===== src/design/pgb_defs.svh =====
// Functional notes
// - Flag register read-only, zero reset, bit7 zero
// - Bit6: linreg three regulating or switch
// - Bit5: linreg four regulating or switch
// - Bit4: buck one in regulation
// - Bit3: buck two in regulation
// - Bit2: buck three in regulation
// - Bits1,0: linreg one, two regulating
// - Control resets 0x0c, upper nibble reads zero
// - Protected registers written only when unlocked
// - Control bit3 masks linreg one flag
// - Control bit2 masks linreg two flag
// - Delay field selects 20/100/200/400 ms
// - Buck one bit7 external adjust, bit6 zero
// - Buck one six-bit code from 0.9 V
// - Buck one code reset per variant
// - Buck two layout and variant reset code
// - Key allows one next write, then clears
// - Buck two adjust select and code encoding
`ifndef PGB_DEFS_SVH
`define PGB_DEFS_SVH

// Register offsets
`define PGB_OFS_KEY        8'h0b
`define PGB_OFS_FLAGS      8'h0c
`define PGB_OFS_CTRL       8'h0d
`define PGB_OFS_BUCK_ONE   8'h0e
`define PGB_OFS_BUCK_TWO   8'h0f

// Reset values
`define PGB_RST_KEY        8'h00
`define PGB_RST_FLAGS      8'h00
`define PGB_RST_CTRL       8'h0c
`define PGB_UNLOCK_VALUE   8'h7d
`define PGB_B1_RST_V0      6'h1e
`define PGB_B1_RST_V1      6'h1e
`define PGB_B1_RST_V2      6'h18
`define PGB_B1_RST_V3      6'h12
`define PGB_B2_RST_V0      6'h38
`define PGB_B2_RST_V1      6'h08
`define PGB_B2_RST_V2      6'h08
`define PGB_B2_RST_V3      6'h08

// Field positions
`define PGB_FLG_LIN3       6
`define PGB_FLG_LIN4       5
`define PGB_FLG_BUCK1      4
`define PGB_FLG_BUCK2      3
`define PGB_FLG_BUCK3      2
`define PGB_FLG_LIN1       1
`define PGB_FLG_LIN2       0
`define PGB_CTL_MASK1      3
`define PGB_CTL_MASK2      2
`define PGB_CTL_DLY_HI     1
`define PGB_CTL_DLY_LO     0
`define PGB_BCK_XADJ       7
`define PGB_BCK_CODE_HI    5

// Timing
`define PGB_CLK_KHZ        100000
`define PGB_DLY0_MS        20
`define PGB_DLY1_MS        100
`define PGB_DLY2_MS        200
`define PGB_DLY3_MS        400

`endif


===== src/design/pgb_pkg.sv =====
package pgb_pkg;
   typedef enum logic [2:0] {
      PGB_ST_LOW  = 3'b001,
      PGB_ST_WAIT = 3'b010,
      PGB_ST_HIGH = 3'b100
   } pgb_state_e;
   typedef logic [7:0] pgb_byte_t;
endpackage


===== src/design/pgb_sync.sv =====
`timescale 1ns/100ps
module pgb_sync #(
   parameter int W = 1
) (
   input  wire logic         ref_clk,
   input  wire logic         rst_n,
   input  wire logic [W-1:0] din,
   output logic      [W-1:0] dout
);
   logic [W-1:0] meta_reg;
   logic [W-1:0] meta_next;
   logic [W-1:0] out_reg;
   logic [W-1:0] out_next;

   initial begin
      if (W < 1) $error("pgb_sync width must be at least one");
   end

   always_comb begin
      meta_next = din;
      out_next  = meta_reg;
   end

   always_ff @(posedge ref_clk or negedge rst_n) begin
      if (!rst_n) begin
         meta_reg <= '0;
         out_reg  <= '0;
      end else begin
         meta_reg <= meta_next;
         out_reg  <= out_next;
      end
   end

   assign dout = out_reg;
endmodule


===== src/design/pgb_regs.sv =====
`timescale 1ns/100ps
`include "pgb_defs.svh"
module pgb_regs
   import pgb_pkg::*;
#(
   parameter int unsigned VARIANT  = 0,
   parameter int unsigned CNT_W    = 26,
   parameter int unsigned DLY0_CYC = `PGB_DLY0_MS * `PGB_CLK_KHZ,
   parameter int unsigned DLY1_CYC = `PGB_DLY1_MS * `PGB_CLK_KHZ,
   parameter int unsigned DLY2_CYC = `PGB_DLY2_MS * `PGB_CLK_KHZ,
   parameter int unsigned DLY3_CYC = `PGB_DLY3_MS * `PGB_CLK_KHZ
) (
   input  wire logic       ref_clk,
   input  wire logic       nrst,
   input  wire logic       bus_wr,
   input  wire logic       bus_rd,
   input  wire logic [7:0] bus_addr,
   input  wire logic [7:0] bus_wdata,
   output logic      [7:0] bus_rdata,
   output logic            bus_rvalid,
   input  wire logic       linreg_one_ok_raw,
   input  wire logic       linreg_two_ok_raw,
   input  wire logic       linreg_three_ok_raw,
   input  wire logic       linreg_four_ok_raw,
   input  wire logic       linreg_three_is_switch,
   input  wire logic       linreg_four_is_switch,
   input  wire logic       buck_one_ok_raw,
   input  wire logic       buck_two_ok_raw,
   input  wire logic       buck_three_ok_raw,
   output logic            power_good_out,
   output logic            power_good_oe_n,
   output logic            buck_one_external_adjust,
   output logic      [5:0] buck_one_code,
   output logic            buck_two_external_adjust,
   output logic      [5:0] buck_two_code
);

   ////////////////////////////////////////////////////////////////////////////////
   // Elaboration checks and variant resets
   localparam logic [5:0] B1_RST = (VARIANT == 0) ? `PGB_B1_RST_V0 :
                                   (VARIANT == 1) ? `PGB_B1_RST_V1 :
                                   (VARIANT == 2) ? `PGB_B1_RST_V2 : `PGB_B1_RST_V3;
   localparam logic [5:0] B2_RST = (VARIANT == 0) ? `PGB_B2_RST_V0 :
                                   (VARIANT == 1) ? `PGB_B2_RST_V1 :
                                   (VARIANT == 2) ? `PGB_B2_RST_V2 : `PGB_B2_RST_V3;
   localparam logic [7:0] B1_RST_BYTE = {2'b00, B1_RST};
   localparam logic [7:0] B2_RST_BYTE = {2'b00, B2_RST};

   initial begin
      if (VARIANT > 3) $error("pgb_regs VARIANT must be 0 to 3");
      if (CNT_W < 2 || CNT_W > 31) $error("pgb_regs CNT_W out of range");
      if (DLY0_CYC < 1 || DLY1_CYC < 1 || DLY2_CYC < 1 || DLY3_CYC < 1)
         $error("pgb_regs delays must be at least one cycle");
      if (DLY0_CYC >= (1 << CNT_W) || DLY1_CYC >= (1 << CNT_W) ||
          DLY2_CYC >= (1 << CNT_W) || DLY3_CYC >= (1 << CNT_W))
         $error("pgb_regs delay does not fit the counter");
   end

   ////////////////////////////////////////////////////////////////////////////////
   // Reset release
   logic rst_meta_reg;
   logic rst_n;

   always_ff @(posedge ref_clk or negedge nrst) begin
      if (!nrst) begin
         rst_meta_reg <= 1'b0;
         rst_n        <= 1'b0;
      end else begin
         rst_meta_reg <= 1'b1;
         rst_n        <= rst_meta_reg;
      end
   end

   ////////////////////////////////////////////////////////////////////////////////
   // Flag input synchronisers
   logic [8:0] raw_in;
   logic [8:0] syn;

   assign raw_in = {linreg_four_is_switch, linreg_three_is_switch, linreg_one_ok_raw,
                    linreg_two_ok_raw, linreg_three_ok_raw, linreg_four_ok_raw,
                    buck_one_ok_raw, buck_two_ok_raw, buck_three_ok_raw};

   pgb_sync #(
      .W (9)
   ) u_pgb_sync (
      .ref_clk (ref_clk),
      .rst_n   (rst_n),
      .din     (raw_in),
      .dout    (syn)
   );

   logic s_buck3;
   logic s_buck2;
   logic s_buck1;
   logic s_lin4;
   logic s_lin3;
   logic s_lin2;
   logic s_lin1;
   logic s_sw3;
   logic s_sw4;

   assign s_buck3 = syn[0];
   assign s_buck2 = syn[1];
   assign s_buck1 = syn[2];
   assign s_lin4  = syn[3];
   assign s_lin3  = syn[4];
   assign s_lin2  = syn[5];
   assign s_lin1  = syn[6];
   assign s_sw3   = syn[7];
   assign s_sw4   = syn[8];

   ////////////////////////////////////////////////////////////////////////////////
   // Registers
   pgb_byte_t key_reg;
   pgb_byte_t key_next;
   pgb_byte_t flags_reg;
   pgb_byte_t flags_next;
   pgb_byte_t ctrl_reg;
   pgb_byte_t ctrl_next;
   pgb_byte_t buck1_reg;
   pgb_byte_t buck1_next;
   pgb_byte_t buck2_reg;
   pgb_byte_t buck2_next;
   pgb_byte_t rdata_reg;
   pgb_byte_t rdata_next;
   logic      rvalid_reg;
   logic      rvalid_next;
   logic      unlocked;

   assign unlocked = (key_reg == `PGB_UNLOCK_VALUE);

   always_comb begin
      flags_next = 8'h00;
      flags_next[`PGB_FLG_LIN3]  = s_lin3 | s_sw3;
      flags_next[`PGB_FLG_LIN4]  = s_lin4 | s_sw4;
      flags_next[`PGB_FLG_BUCK1] = s_buck1;
      flags_next[`PGB_FLG_BUCK2] = s_buck2;
      flags_next[`PGB_FLG_BUCK3] = s_buck3;
      flags_next[`PGB_FLG_LIN1]  = s_lin1;
      flags_next[`PGB_FLG_LIN2]  = s_lin2;
      key_next   = key_reg;
      ctrl_next  = ctrl_reg;
      buck1_next = buck1_reg;
      buck2_next = buck2_reg;
      if (bus_wr) begin
         if (bus_addr == `PGB_OFS_KEY) begin
            key_next = bus_wdata;
         end else begin
            key_next = `PGB_RST_KEY;
         end
         if (unlocked) begin
            case (bus_addr)
               `PGB_OFS_CTRL: begin
                  ctrl_next = {4'h0, bus_wdata[3:0]};
               end
               `PGB_OFS_BUCK_ONE: begin
                  buck1_next = {bus_wdata[7], 1'b0, bus_wdata[5:0]};
               end
               `PGB_OFS_BUCK_TWO: begin
                  buck2_next = {bus_wdata[7], 1'b0, bus_wdata[5:0]};
               end
               default: begin
               end
            endcase
         end
      end
      rvalid_next = bus_rd;
      rdata_next  = rdata_reg;
      if (bus_rd) begin
         case (bus_addr)
            `PGB_OFS_KEY:      rdata_next = key_reg;
            `PGB_OFS_FLAGS:    rdata_next = flags_reg;
            `PGB_OFS_CTRL:     rdata_next = ctrl_reg;
            `PGB_OFS_BUCK_ONE: rdata_next = buck1_reg;
            `PGB_OFS_BUCK_TWO: rdata_next = buck2_reg;
            default:           rdata_next = 8'h00;
         endcase
      end
   end

   always_ff @(posedge ref_clk or negedge rst_n) begin
      if (!rst_n) begin
         key_reg    <= `PGB_RST_KEY;
         flags_reg  <= `PGB_RST_FLAGS;
         ctrl_reg   <= `PGB_RST_CTRL;
         buck1_reg  <= B1_RST_BYTE;
         buck2_reg  <= B2_RST_BYTE;
         rdata_reg  <= 8'h00;
         rvalid_reg <= 1'b0;
      end else begin
         key_reg    <= key_next;
         flags_reg  <= flags_next;
         ctrl_reg   <= ctrl_next;
         buck1_reg  <= buck1_next;
         buck2_reg  <= buck2_next;
         rdata_reg  <= rdata_next;
         rvalid_reg <= rvalid_next;
      end
   end

   assign bus_rdata                = rdata_reg;
   assign bus_rvalid               = rvalid_reg;
   assign buck_one_external_adjust = buck1_reg[`PGB_BCK_XADJ];
   assign buck_one_code            = buck1_reg[`PGB_BCK_CODE_HI:0];
   assign buck_two_external_adjust = buck2_reg[`PGB_BCK_XADJ];
   assign buck_two_code            = buck2_reg[`PGB_BCK_CODE_HI:0];

   ////////////////////////////////////////////////////////////////////////////////
   // Power-good pin timer
   pgb_state_e       state_reg;
   pgb_state_e       state_next;
   logic [CNT_W-1:0] cnt_reg;
   logic [CNT_W-1:0] cnt_next;
   logic [CNT_W-1:0] lim_m1;
   logic             oe_n_reg;
   logic             oe_n_next;
   logic             all_ok;

   assign all_ok = s_buck1 & s_buck2 & s_buck3 & (s_lin3 | s_sw3) & (s_lin4 | s_sw4) &
                   (s_lin1 | ctrl_reg[`PGB_CTL_MASK1]) &
                   (s_lin2 | ctrl_reg[`PGB_CTL_MASK2]);

   always_comb begin
      case (ctrl_reg[`PGB_CTL_DLY_HI:`PGB_CTL_DLY_LO])
         2'b00:   lim_m1 = CNT_W'(DLY0_CYC - 1);
         2'b01:   lim_m1 = CNT_W'(DLY1_CYC - 1);
         2'b10:   lim_m1 = CNT_W'(DLY2_CYC - 1);
         default: lim_m1 = CNT_W'(DLY3_CYC - 1);
      endcase
      state_next = state_reg;
      cnt_next   = cnt_reg;
      case (state_reg)
         PGB_ST_LOW: begin
            cnt_next = '0;
            if (all_ok) state_next = PGB_ST_WAIT;
         end
         PGB_ST_WAIT: begin
            if (!all_ok) begin
               state_next = PGB_ST_LOW;
               cnt_next   = '0;
            end else if (cnt_reg >= lim_m1) begin
               state_next = PGB_ST_HIGH;
               cnt_next   = '0;
            end else begin
               cnt_next = cnt_reg + 1'b1;
            end
         end
         PGB_ST_HIGH: begin
            if (!all_ok) state_next = PGB_ST_LOW;
         end
         default: begin
            state_next = PGB_ST_LOW;
            cnt_next   = '0;
         end
      endcase
      oe_n_next = (state_next == PGB_ST_HIGH);
   end

   always_ff @(posedge ref_clk or negedge rst_n) begin
      if (!rst_n) begin
         state_reg <= PGB_ST_LOW;
         cnt_reg   <= '0;
         oe_n_reg  <= 1'b0;
      end else begin
         state_reg <= state_next;
         cnt_reg   <= cnt_next;
         oe_n_reg  <= oe_n_next;
      end
   end

   assign power_good_out  = 1'b0;
   assign power_good_oe_n = oe_n_reg;

   ////////////////////////////////////////////////////////////////////////////////
   // Checks
   property p_flags_top_zero;
      @(posedge ref_clk) disable iff (!rst_n)
      flags_reg[7] == 1'b0;
   endproperty
   a_flags_top_zero: assert property (p_flags_top_zero)
      else $error("flag register bit 7 not zero");

   property p_lin3_flag;
      @(posedge ref_clk) disable iff (!rst_n)
      ##1 flags_reg[`PGB_FLG_LIN3] == $past(s_lin3 | s_sw3);
   endproperty
   a_lin3_flag: assert property (p_lin3_flag)
      else $error("linreg three flag mismatch");

   property p_buck1_flag;
      @(posedge ref_clk) disable iff (!rst_n)
      ##1 flags_reg[`PGB_FLG_BUCK1] == $past(s_buck1);
   endproperty
   a_buck1_flag: assert property (p_buck1_flag)
      else $error("buck one flag mismatch");

   property p_ctrl_upper;
      @(posedge ref_clk) disable iff (!rst_n)
      ctrl_reg[7:4] == 4'h0;
   endproperty
   a_ctrl_upper: assert property (p_ctrl_upper)
      else $error("control upper nibble not zero");

   property p_locked;
      @(posedge ref_clk) disable iff (!rst_n)
      (bus_wr && !unlocked) |=> ($stable(ctrl_reg) && $stable(buck1_reg) && $stable(buck2_reg));
   endproperty
   a_locked: assert property (p_locked)
      else $error("protected register changed while locked");

   property p_key_clear;
      @(posedge ref_clk) disable iff (!rst_n)
      (bus_wr && bus_addr != `PGB_OFS_KEY) |=> key_reg == 8'h00;
   endproperty
   a_key_clear: assert property (p_key_clear)
      else $error("key not cleared after write");

   property p_mask1;
      @(posedge ref_clk) disable iff (!rst_n)
      (!ctrl_reg[`PGB_CTL_MASK1] && !s_lin1) |=> !power_good_oe_n;
   endproperty
   a_mask1: assert property (p_mask1)
      else $error("unmasked linreg one low did not pull pin");

   property p_mask2;
      @(posedge ref_clk) disable iff (!rst_n)
      (!ctrl_reg[`PGB_CTL_MASK2] && !s_lin2) |=> !power_good_oe_n;
   endproperty
   a_mask2: assert property (p_mask2)
      else $error("unmasked linreg two low did not pull pin");

   property p_release;
      @(posedge ref_clk) disable iff (!rst_n)
      $rose(power_good_oe_n) |-> $past(cnt_reg) == $past(lim_m1);
   endproperty
   a_release: assert property (p_release)
      else $error("pin released before selected delay");

   property p_drop;
      @(posedge ref_clk) disable iff (!rst_n)
      !all_ok |=> !power_good_oe_n;
   endproperty
   a_drop: assert property (p_drop)
      else $error("pin not pulled low after flag drop");

   property p_buck_res;
      @(posedge ref_clk) disable iff (!rst_n)
      buck1_reg[6] == 1'b0 && buck2_reg[6] == 1'b0;
   endproperty
   a_buck_res: assert property (p_buck_res)
      else $error("buck reserved bit set");

endmodule


===== config.mk =====
export PLATFORM = sky130hd
export DESIGN_NAME = pgb_regs
export DESIGN_NICKNAME = d
export VERILOG_FILES = /design/src/design/pgb_pkg.sv /design/src/design/pgb_sync.sv /design/src/design/pgb_regs.sv
export VERILOG_INCLUDE_DIRS = /design/src /design/src/design
export SDC_FILE = /design/constraint.sdc
export NUM_CORES = 1
export LEC_CHECK = 0
export ABC_CLOCK_PERIOD_IN_PS = 3200
export BUFFER_PORTS_ARGS = -buffer_cell sky130_fd_sc_hd__buf_2
export CAP_MARGIN = 20
export CORE_AREA = 2 2 104 106
export CTS_CLUSTER_SIZE = 12
export DETAILED_ROUTE_END_ITERATION = 16
export DIE_AREA = 0 0 106 108
export PLACE_DENSITY = 0.65
export SYNTH_ARGS = -nofsm -noshare
export SYNTH_HDL_FRONTEND = slang
export SYNTH_SLANG_ARGS = --single-unit
export TNS_END_PERCENT = 100

===== constraint.sdc =====
create_clock -name ref_clk -period 3.2 [get_ports ref_clk]
set_clock_uncertainty 0.2 [all_clocks]
set_input_delay 0.16 -clock ref_clk [delete_from_list [all_inputs] [get_ports ref_clk]]
set_output_delay 0.16 -clock ref_clk [all_outputs]
set_load 0.05 [all_outputs]

==> run metrics, run 1 <==
outcome=finished, final reports clean; first-pass GRT wire length=17500 microns; area of the mapped netlist=about 4600 sq um; Clock Tree Buf Depth=2; Avg Inst Size Synth=9.98 sq um; power share of the combinational group=0.038; sw frac=0.225; Max Cap Viol=0; largest net degree at the start of global routing=63; worst-skew pair later-pin latency=between 300 and 400 ps; vias=about 3700; dpl cell area=roughly 5000 sq um; commonest cells after routing, fill and taps aside=dfrtp_1, nand3_1, buf_2; Final Cell Area=~5500 sq um; Synthesized Nets=509; grt ovf=0; CTS buffer count=9; Psw=~0.47 mW; Setup CP Type=reg2reg; top sig layer=met4; routed wl met3=514 microns; initial antenna violation count=0; final net count=586; drt via density=roughly 5.5; count of state elements after synthesis=around 90; clock network power share=0.388; PD cells=between 300 and 400 nW/um^2; I/O Buffers=52; dpl hpwl=between 7000 and 8000 microns; Synth area leaders=dfrtp_1, ha_1, nand3_1; clk sinks=92; RSZ-0062 raised after global routing=no; DRT Pass-1 Iters=5; flop2flop setup slack=between 150 and 200 ps; sequential share of power=0.574; Antenna Cells=0; Final Hold Viols=0; CTS Root Cell=clkbuf_8; register area share after synthesis=0.507; Highest Clock Rate=329 MHz; Worst-Margin Slew=819 ps; final worst path period share=0.949; CP max FO=5; Required @ worst endpoint=around 3200 ps; Horiz. Die Dim=roughly 110 microns; most common cell after layout, fill and taps aside=dfrtp_1; Netlist cell types=between 40 and 50; via count of the first global-routing pass=approximately 3600; CTS tree=yes; share of layout cells above drive strength 1=0.230; Lkg Pwr=2.54 nW; Worst Hold Class=in2reg; max reg flops=26; met2 wire length=a little under 5000 microns; RD Place Congestion=around 0.85; Core Region=~10000 sq um; Top FF cell, synth=dfrtp_1; number of fill cells=911; die area=around 11000 sq um; clk slew on worst S/H paths=approximately 90 ps; Max rail drop VDD=0.000178 V; max_slew headroom=0.454; EDFF count, synth=0; DRT Wirelength=about 10000 microns; DR WL/cell=~15 microns; CP Launch Type=register; # setup viols final=0; Critical Path AT=3070 ps; Ys Warns=0; CP delay by family, top=compound AO/OA/AOI/OAI gates; drt initial violations=283; Yosys top cell area share=0.450; crit path capture type=register; All-Layer GR Usage=0.194; Setup TNS=0 ps; worst path cell trace=inv_2, buf_4, ha_1, ha_1, and4_1, nand2_1, a211o_1, a2111o_1, and4_1, a211o_1; post-synthesis cell count=approximately 460; Int Pwr=roughly 1.6 mW; FFs w/ async S/R, synth=1.00; Layout area overhead=20.3%; Slew Limit Fails=0; Final min period=between 3000 and 4000 ps; Die Ht=approximately 110 microns; Worst Path Buf+Inv=2; post-synthesis cell type with the largest combined area=dfrtp_1; met1 WL=between 4000 and 5000 microns; initial core utilization=0.446; Critical Path Max Stage Delay=530 ps; FP Rows=37; number of remaining DRC errors=0; remaining antenna violation count=0; # H-tree levels=3; final core utilization=0.536; IO Pins=54; slowest cell on the critical path=a2111o_1
## layout make-up
class,count,area (sq um),share of cell area
sequential,92,2320,0.423
multi-input combinational,318,2070,0.378
timing repair buffer,89,624,0.114
tap,136,170,0.0310
clock buffer,11,151,0.0276
inverter,24,90.1,0.0164
clock inverter,5,58.8,0.0107
## stage by stage
| step | hold WS, ps | worst slack, ps | total power [mW] | instances |
|---|---|---|---|---|
| finish | 142 | 162 | 2.10 | 675 |
| floorplan | -336 | 193 | 1.25 | 457 |
| global placement | -255 | 243 | 1.29 | 634 |
| detailed placement | -254 | 108 | 1.29 | 634 |
| CTS | 120 | 102 | 2.13 | 673 |
| global route | 144 | 29.5 | 2.19 | 675 |
## per-layer routing
metal  vias to the layer above  GRT usage
li1                       1800          -
met1                      1781      0.267
met2                        97      0.306
met3                        15     0.0416
met4                         0     0.0705
met5                         -          0
## cell usage after synthesis (all sizes together), types with 2 or more instances
cell type	count
xor2	2
a22o	4
inv	24
nand4	27
and4	5
a222oi	4
nor3	9
nand4b	3
o22ai	7
a21oi	9
a21o	4
o22a	3
clkbuf	16
buf	7
mux2	21
conb	2
nand2b	3
nand3	58
or2	4
a211o	2
o21ai	18
nand2	48
or3	2
dfrtp	82
dfstp	10
mux2i	3
and2	4
nor3b	2
o211ai	5
and3	5
nor2b	2
ha	23
nor2	26
nor4	2
a32oi	3
## power by group through the flow
| stage | clock, mW | combinational [mW] | sequential, mW |
|---|---|---|---|
| detailed placement | 0 | 0.0609 | 1.23 |
| CTS | 0.843 | 0.0812 | 1.20 |
| global placement | 0 | 0.0603 | 1.23 |
| finish | 0.813 | 0.0807 | 1.20 |
| global route | 0.891 | 0.0886 | 1.21 |
| floorplan | 0 | 0.0239 | 1.23 |
## worst min-delay path: stages
cell and delay, ps:
buf_2 150, a32oi_1 110, nor2_1 100, mux2_2 150
## repair_timing
item                                    CTS  global route
endpoints found under the hold margin    46             0
setup buffers                             0             2
endpoints found under the setup margin    0            24
hold buffers                             23             0
gates resized for setup                   0             7
## final timing paths
path / startpoint / to / depth (start not counted)
worst max-delay path: ctrl_reg[1] / cnt_reg[25] / 10
worst min-delay path: bus_addr[2] / bus_rdata[6] / 4
worst max register to register: ctrl_reg[1] / cnt_reg[25] / 10
worst min register to register: u_pgb_sync.meta_reg[3] / u_pgb_sync.dout[3] / 0
max in group asynchronous: rst_n / buck2_reg[3] / 1
min in group asynchronous: rst_n / u_pgb_sync.meta_reg[4] / 0
## kinds of logic (layout without fill, tap and decap cells)
| family | after synthesis | count (layout) | synth area share |
|---|---|---|---|
| DFF | 92 | 92 | 0.507 |
| adders and majority gates | 23 | 23 | 0.0631 |
| other | 2 | 2 | 0.00165 |
| muxes | 24 | 24 | 0.0584 |
| and+or+nand+nor | 202 | 202 | 0.227 |
| AOI/OAI and AO/OA | 64 | 64 | 0.0949 |
| buffers and inverters | 47 | 129 | 0.0422 |
| xor gates and xnor gates | 3 | 3 | 0.00576 |
(Power assumes the default switching activity.)
==> run 2, diff against run 1 <==
- CORE_AREA: 2 2 104 106 -> 2 2 131 133
- DIE_AREA: 0 0 106 108 -> 0 0 133 135
- PLACE_DENSITY: 0.65 -> 0.46
==> run metrics, run 2 (same netlist as run 1, synthesis figures left out) <==
IO Pins=54 (unchanged); Horiz. Die Dim=133 microns (was 106 microns); Max Cap Viol=0 (unchanged); dpl cell area=5140 sq um (was 5010 sq um); Final Cell Area=5710 sq um (was 5490 sq um); RD Place Congestion=0.803 (was 0.847); CP delay by family, top=compound AO/OA/AOI/OAI gates (unchanged); final worst path period share=0.968 (was 0.949); Clock Tree Buf Depth=2 (unchanged); outcome=finished, final reports clean (unchanged); first-pass GRT wire length=19700 microns (was 17500 microns); clk slew on worst S/H paths=70 ps (was 90 ps); drt initial violations=237 (was 283); largest net degree at the start of global routing=49 (was 63); Non-Filler Instances=761 (was 675); die area=18000 sq um (was 11400 sq um); power consumption=2.29 mW (was 2.10 mW); Required @ worst endpoint=3230 ps (was 3240 ps); power share of the combinational group=0.037 (was 0.038); max_slew headroom=0.347 (was 0.454); Core Region=16400 sq um (was 10200 sq um); Final min period=3100 ps (was 3040 ps); worst path cell trace=inv_2, ha_4, inv_2, ha_4, nand3_1, or3_4, a211o_1, a2111o_1, and4_1, a211o_1 (was inv_2, buf_4, ha_1, ha_1, and4_1, nand2_1, a211o_1, a2111o_1, and4_1, a211o_1); grt ovf=0 (unchanged); vias=3683 (was 3693); Die Ht=135 microns (was 108 microns); launching point of the worst reg2reg path=ctrl_reg[1] (unchanged); DRT Wirelength=11500 microns (was 10400 microns); Worst Hold Class=in2reg (unchanged); crit path capture type=register (unchanged); Highest Clock Rate=323 MHz (was 329 MHz); FP Rows=47 (was 37); DP Worst Slack=23.4 ps (was 108 ps); Antenna Cells=0 (unchanged); I/O Buffers=52 (unchanged); clock network power share=0.438 (was 0.388); Max rail drop VDD=0.000226 V (was 0.000178 V); Worst-Margin Slew=976 ps (was 819 ps); # H-tree levels=3 (unchanged); DRT Pass-1 Iters=5 (unchanged); CP Launch Type=register (unchanged); CP max FO=6 (was 5); CTS tree=yes (unchanged); worst-case reg-to-reg path depth=10 (unchanged); remaining antenna violation count=0 (unchanged); Lkg Pwr=2.58 nW (was 2.54 nW); Slew Limit Fails=0 (unchanged); initial antenna violation count=0 (unchanged); number of remaining DRC errors=0 (unchanged); drt via density=4.84 (was 5.47); reg2reg end=cnt_reg[25] (unchanged); clk sinks=92 (unchanged); sw frac=0.234 (was 0.225); # setup viols final=0 (unchanged); All-Layer GR Usage=0.138 (was 0.194); Setup CP Type=reg2reg (unchanged); CTS buffer count=9 (unchanged); sequential share of power=0.525 (was 0.574); Setup TNS=0 ps (unchanged); Final Hold Viols=0 (unchanged); max reg flops=26 (unchanged); final net count=588 (was 586); CTS Root Cell=clkbuf_16 (was clkbuf_8); commonest cells after routing, fill and taps aside=dfrtp_1, nand3_1, buf_2 (unchanged); final worst slack=103 ps (was 162 ps); Layout area overhead=25.2% (was 20.3%); slowest cell on the critical path=a2111o_1 (unchanged); Worst path depth=10 (unchanged); RSZ-0062 raised after global routing=no (unchanged); Critical Path Max Stage Delay=530 ps (about the same); via count of the first global-routing pass=3744 (was 3555); number of fill cells=1692 (was 911); timing endpoint of the critical path=cnt_reg[25] (unchanged); worst-skew pair later-pin latency=350 ps (was 360 ps); flop2flop setup slack=100 ps (was 160 ps); initial core utilization=0.278 (was 0.446); PD cells=400 nW/um^2 (was 382 nW/um^2); DR WL/cell=15.1 microns (was 15.5 microns); Int Pwr=1.75 mW (was 1.63 mW); Placed Cells=721 (was 634); share of layout cells above drive strength 1=0.253 (was 0.230); Worst Setup SP=ctrl_reg[1] (unchanged); dpl hpwl=8160 microns (was 7210 microns); most common cell after layout, fill and taps aside=dfrtp_1 (unchanged); Psw=0.534 mW (was 0.471 mW); Critical Path AT=3130 ps (was 3070 ps); Worst Path Buf+Inv=2 (unchanged)
run 2: changes by cell type in the layout (fill, tap and decap cells not counted), moves of 2 or more:
cell | previous run | this run
clkbuf_16 | 0 | 9
clkinv_2 | 1 | 3
dfrtp_2 | 0 | 2
clkbuf_8 | 11 | 0
buf_4 | 11 | 16
clkinvlp_4 | 2 | 0
ha_1 | 22 | 18
inv_2 | 1 | 3
ha_4 | 0 | 4
clkinv_4 | 0 | 2
inv_1 | 23 | 21
dfrtp_1 | 81 | 79
dlygate4sd3_1 | 23 | 21
run 2: layout make-up:
| type | count | area [sq um] | share of cell area |
|---|---|---|---|
| clock buffer | 9 | 225 | 0.0394 |
| clock inverter | 7 | 50.0 | 0.00876 |
| inverter | 24 | 90.1 | 0.0158 |
| multi-input combinational | 318 | 2130 | 0.373 |
| sequential | 92 | 2320 | 0.406 |
| tap | 220 | 275 | 0.0482 |
| timing repair buffer | 91 | 622 | 0.109 |
run 2: how the worst min path moves through the flow:
stage                           start                 end  depth (start not counted)
6_report                  bus_addr[2]          key_reg[2]                          4
5_1_grt        u_pgb_sync.meta_reg[2]  u_pgb_sync.dout[2]                          0
3_5_place_dp                     nrst        rst_meta_reg                          1
3_3_place_gp                     nrst        rst_meta_reg                          1
2_1_floorplan                    nrst        rst_meta_reg                          0
4_1_cts                   bus_addr[2]          key_reg[2]                          4
run 2: power by group through the flow:
stage               logic [mW]  registers (mW)  clock network [mW]
floorplan               0.0239            1.23                   0
global placement        0.0654            1.22                   0
detailed placement      0.0663            1.22                   0
CTS                     0.0865            1.20                1.04
global route            0.0947            1.20                1.09
finish                  0.0846            1.20                1.00
run 2: worst register-to-register path, stage by stage, from the launching register on:
cell and delay, ps:
dfrtp_2 440, inv_2 90, ha_4 140, inv_2 50, ha_4 260, nand3_1 80, or3_4 390, a211o_1 300
a2111o_1 530, and4_1 240, a211o_1 260
run 2: through the flow:
stage                     utilization  hold WS (ps)
after floorplan                     -          -336
after global placement          0.313          -253
after detailed placement        0.313          -250
after CTS                       0.343           116
after global routing            0.348           157
final                           0.348           138
run 2: repair_timing:
action,in CTS,in global routing
gates resized for setup,0,14
setup endpoints to repair,3,25
setup buffers,1,2
pin swaps,0,3
endpoints found under the hold margin,45,0
hold buffers,21,0
run 2: metal layers:
layer / share of wire / global-route usage / wire length, microns / vias to the layer above
met5: 0 / 0 / 0 / -
met4: 0.015 / 0.0448 / 175 / 0
met3: 0.038 / 0.0357 / 434 / 12
met2: 0.47 / 0.220 / 5380 / 64
met1: 0.48 / 0.184 / 5510 / 1796
li1: - / - / - / 1811
==> run 3, diff against run 2 <==
--- a/config.mk
+++ b/config.mk
@@ -8,5 +8,4 @@
 export LEC_CHECK = 0
 export ABC_CLOCK_PERIOD_IN_PS = 3200
-export BUFFER_PORTS_ARGS = -buffer_cell sky130_fd_sc_hd__buf_2
 export CAP_MARGIN = 20
 export CORE_AREA = 2 2 131 133
@@ -14,7 +13,9 @@
 export DETAILED_ROUTE_END_ITERATION = 16
 export DIE_AREA = 0 0 133 135
-export PLACE_DENSITY = 0.46
+export DONT_BUFFER_PORTS = 1
+export PLACE_DENSITY = 0.43
 export SYNTH_ARGS = -nofsm -noshare
 export SYNTH_HDL_FRONTEND = slang
+export SYNTH_HIERARCHICAL = 1
 export SYNTH_SLANG_ARGS = --single-unit
 export TNS_END_PERCENT = 100
--- a/constraint.sdc
+++ b/constraint.sdc
@@ -3,3 +3,3 @@
 set_input_delay 0.16 -clock ref_clk [delete_from_list [all_inputs] [get_ports ref_clk]]
 set_output_delay 0.16 -clock ref_clk [all_outputs]
-set_load 0.05 [all_outputs]
+set_load 0.005 [all_outputs]
==> run metrics, run 3 <==
Critical Path AT=2940 ps (was 3130 ps); cell mode on critical path=ha_1; Max rail drop VDD=0.000285 V (was 0.000226 V); Top FF cell, synth=dfrtp_1 (unchanged); Yosys top cell area share=0.449 (was 0.450); Max Cap Viol=0 (unchanged); Required @ worst endpoint=3240 ps (was 3230 ps); Avg Inst Size Synth=10.6 sq um (was 9.98 sq um); sw frac=0.230 (was 0.234); EDFF count, synth=0 (unchanged); beginning of the worst hold path=bus_addr[2] (unchanged); count of state elements after synthesis=92 (unchanged); launching point of the worst reg2reg path=ctrl_reg[0] (was ctrl_reg[1]); drt via density=5.01 (was 4.84); Final min period=2900 ps (was 3100 ps); Synth area leaders=dfrtp_1, ha_1, dfstp_2 (was dfrtp_1, ha_1, nand3_1); outcome=finished, final reports clean (unchanged); Final Hold Viols=0 (unchanged); Worst Path Buf+Inv=2 (unchanged); initial antenna violation count=0 (unchanged); commonest cells in the synthesized netlist=dfrtp_1, nand3_1, nand2_1 (unchanged); Synth Area in Compound Gates=0.110 (was 0.0949); I/O Buffers=0 (was 52); IO Pins=54 (unchanged); first-pass GRT wire length=18400 microns (was 19700 microns); max reg flops=26 (unchanged); FP Rows=47 (unchanged); Lkg Pwr=2.27 nW (was 2.58 nW); Setup TNS=0 ps (unchanged); register area share after synthesis=0.507 (about the same); sequential share of power=0.531 (was 0.525); Highest Clock Rate=345 MHz (was 323 MHz); Netlist cell types=55 (was 49); clock network power share=0.444 (was 0.438); Horiz. Die Dim=133 microns (unchanged); All-Layer GR Usage=0.131 (was 0.138); vias=3428 (was 3683); CTS Root Cell=clkbuf_16 (unchanged); slowest cell on the critical path=dfrtp_1 (was a2111o_1); CTS buffer count=9 (unchanged); final net count=511 (was 588); Layout area overhead=17.6% (was 25.2%); number of remaining DRC errors=0 (unchanged); crit path capture type=register (unchanged); post-synthesis mux area share=0.0641 (was 0.0584); area of the mapped netlist=4570 sq um (was 4560 sq um); RSZ-0062 raised after global routing=no (unchanged); commonest cells after routing, fill and taps aside=dfrtp_1, nand3_1, nand2_1 (was dfrtp_1, nand3_1, buf_2); DRT Pass-1 Iters=5 (unchanged); Final Cell Area=5370 sq um (was 5710 sq um); Die Ht=135 microns (unchanged); most numerous cell in the Yosys netlist=dfrtp_1 (unchanged); CP Launch Type=register (unchanged); Ys Warns=6 (was 0); Synth Area in XOR/XNOR=0.00958 (was 0.00576); flop2flop setup slack=300 ps (was 100 ps); main combinational cell family by area after synthesis=simple AND/OR/NAND/NOR gates (unchanged); Psw=0.520 mW (was 0.534 mW); # setup viols final=0 (unchanged); DRT Wirelength=11100 microns (was 11500 microns); via count of the first global-routing pass=3476 (was 3744); dpl hpwl=7680 microns (was 8160 microns); PD cells=421 nW/um^2 (was 400 nW/um^2); worst path cell trace=ha_1, inv_1, ha_1, a21oi_1, nor2b_1, o311a_1, o31ai_4, buf_12, nand3b_1, a211oi_1 (was inv_2, ha_4, inv_2, ha_4, nand3_1, or3_4, a211o_1, a2111o_1, and4_1, a211o_1); Synthesized Nets=483 (was 509); max_slew headroom=0.602 (was 0.347); drt initial violations=239 (was 237); most common cell after layout, fill and taps aside=dfrtp_1 (unchanged); largest net degree at the start of global routing=47 (was 49); Worst Setup SP=ctrl_reg[0] (was ctrl_reg[1]); CP delay by family, top=compound AO/OA/AOI/OAI gates (unchanged); Antenna Cells=0 (unchanged); # H-tree levels=3 (unchanged); final worst path period share=0.907 (was 0.968); FFs w/ async S/R, synth=1.00 (unchanged); adder-cell share of the synthesized area=0.0630 (was 0.0631); Int Pwr=1.74 mW (was 1.75 mW); initial core utilization=0.279 (was 0.278); Worst Hold Class=in2reg (unchanged); clk sinks=92 (unchanged); power share of the combinational group=0.025 (was 0.037); remaining antenna violation count=0 (unchanged); Synth Area in Simple Gates=0.205 (was 0.227); post-synthesis cell count=431 (was 457); clk slew on worst S/H paths=70 ps (about the same); grt ovf=0 (unchanged); share of layout cells above drive strength 1=0.168 (was 0.253); CP max FO=30 (was 6); post-synthesis cell type with the largest combined area=dfrtp_1 (unchanged); Worst-Margin Slew=597 ps (was 976 ps); dpl cell area=4850 sq um (was 5140 sq um); worst-skew pair later-pin latency=350 ps (about the same); Critical Path Max Stage Delay=430 ps (was 530 ps); Core Region=16400 sq um (unchanged); Setup CP Type=reg2reg (unchanged); die area=18000 sq um (unchanged); Clock Tree Buf Depth=2 (unchanged); CTS tree=yes (unchanged); DR WL/cell=16.2 microns (was 15.1 microns); Slew Limit Fails=0 (unchanged); RD Place Congestion=0.772 (was 0.803); Setup Fix Bufs, Post-CTS=0 (was 1)
run 3: cell count changes after synthesis, moves of 4 or more:
cell and delta:
o211ai_2 +6, clkbuf_1 -11, a222oi_1 -4, nand4_1 -9, nand2_1 -6, nand3_1 -10, mux4_2 +4, nor4_1 +4
nor2_1 -10, a22oi_1 +5, buf_2 +5
run 3: power groups by stage:
| stage | Sequential, mW | Clock, mW | Combinational, mW |
|---|---|---|---|
| CTS | 1.20 | 1.05 | 0.0588 |
| detailed placement | 1.22 | 0 | 0.0276 |
| finish | 1.20 | 1.00 | 0.0575 |
| floorplan | 1.22 | 0 | 0.0195 |
| global route | 1.20 | 1.10 | 0.0642 |
| global placement | 1.22 | 0 | 0.0268 |
run 3: final cells by class:
class | count | area [sq um]
clock inverter | 5 | 37.5
timing repair buffer | 35 | 338
tap | 220 | 275
inverter | 26 | 97.6
fill | 1682 | 11000
multi-input combinational | 295 | 2070
clock buffer | 11 | 233
sequential | 92 | 2320
run 3: kinds of logic after synthesis:
group,Yosys count
and+or+nand+nor,173
DFF,92
AOI/OAI and AO/OA,70
other,2
adders and majority gates,23
muxes,22
xor gates and xnor gates,5
buffers and inverters,44
run 3: metrics by stage:
stage / power, mW / instances / hold WS [ps] / utilization / worst slack, ps
floorplan: 1.24 / 431 / -336 / - / 265
global placement: 1.25 / 643 / -336 / 0.296 / 427
detailed placement: 1.25 / 643 / -336 / 0.296 / 294
CTS: 2.31 / 684 / 5.76 / 0.328 / 278
global route: 2.37 / 684 / 21.7 / 0.328 / 44.1
finish: 2.26 / 684 / 8.10 / 0.328 / 298
run 3: worst paths after layout:
kind                           endpoint  cells after the start
max in group asynchronous  buck1_reg[1]                      1
max                        state_reg[1]                     10
min in group asynchronous   cnt_reg[20]                      0
min                        bus_rdata[7]                      3
min reg2reg                 cnt_reg[20]                      0
max reg2reg                state_reg[1]                     10
run 3: routing by layer:
metal	up-vias	track usage	part of all wire
li1	1621	-	-
met3	8	0.0420	0.056
met1	1702	0.180	0.48
met4	0	0.0418	0.013
met5	-	0	0
met2	97	0.197	0.46
run 3: worst min-delay path, stage by stage:
cell,delay [ps]
nor3_1,30
a221oi_1,210
o22ai_1,100
run 3: what timing repair did:
item / 4_1_cts / 5_1_grt
resized for setup: 0 / 0
hold buffers: 25 / 0
hold endpoints to repair: 46 / 0
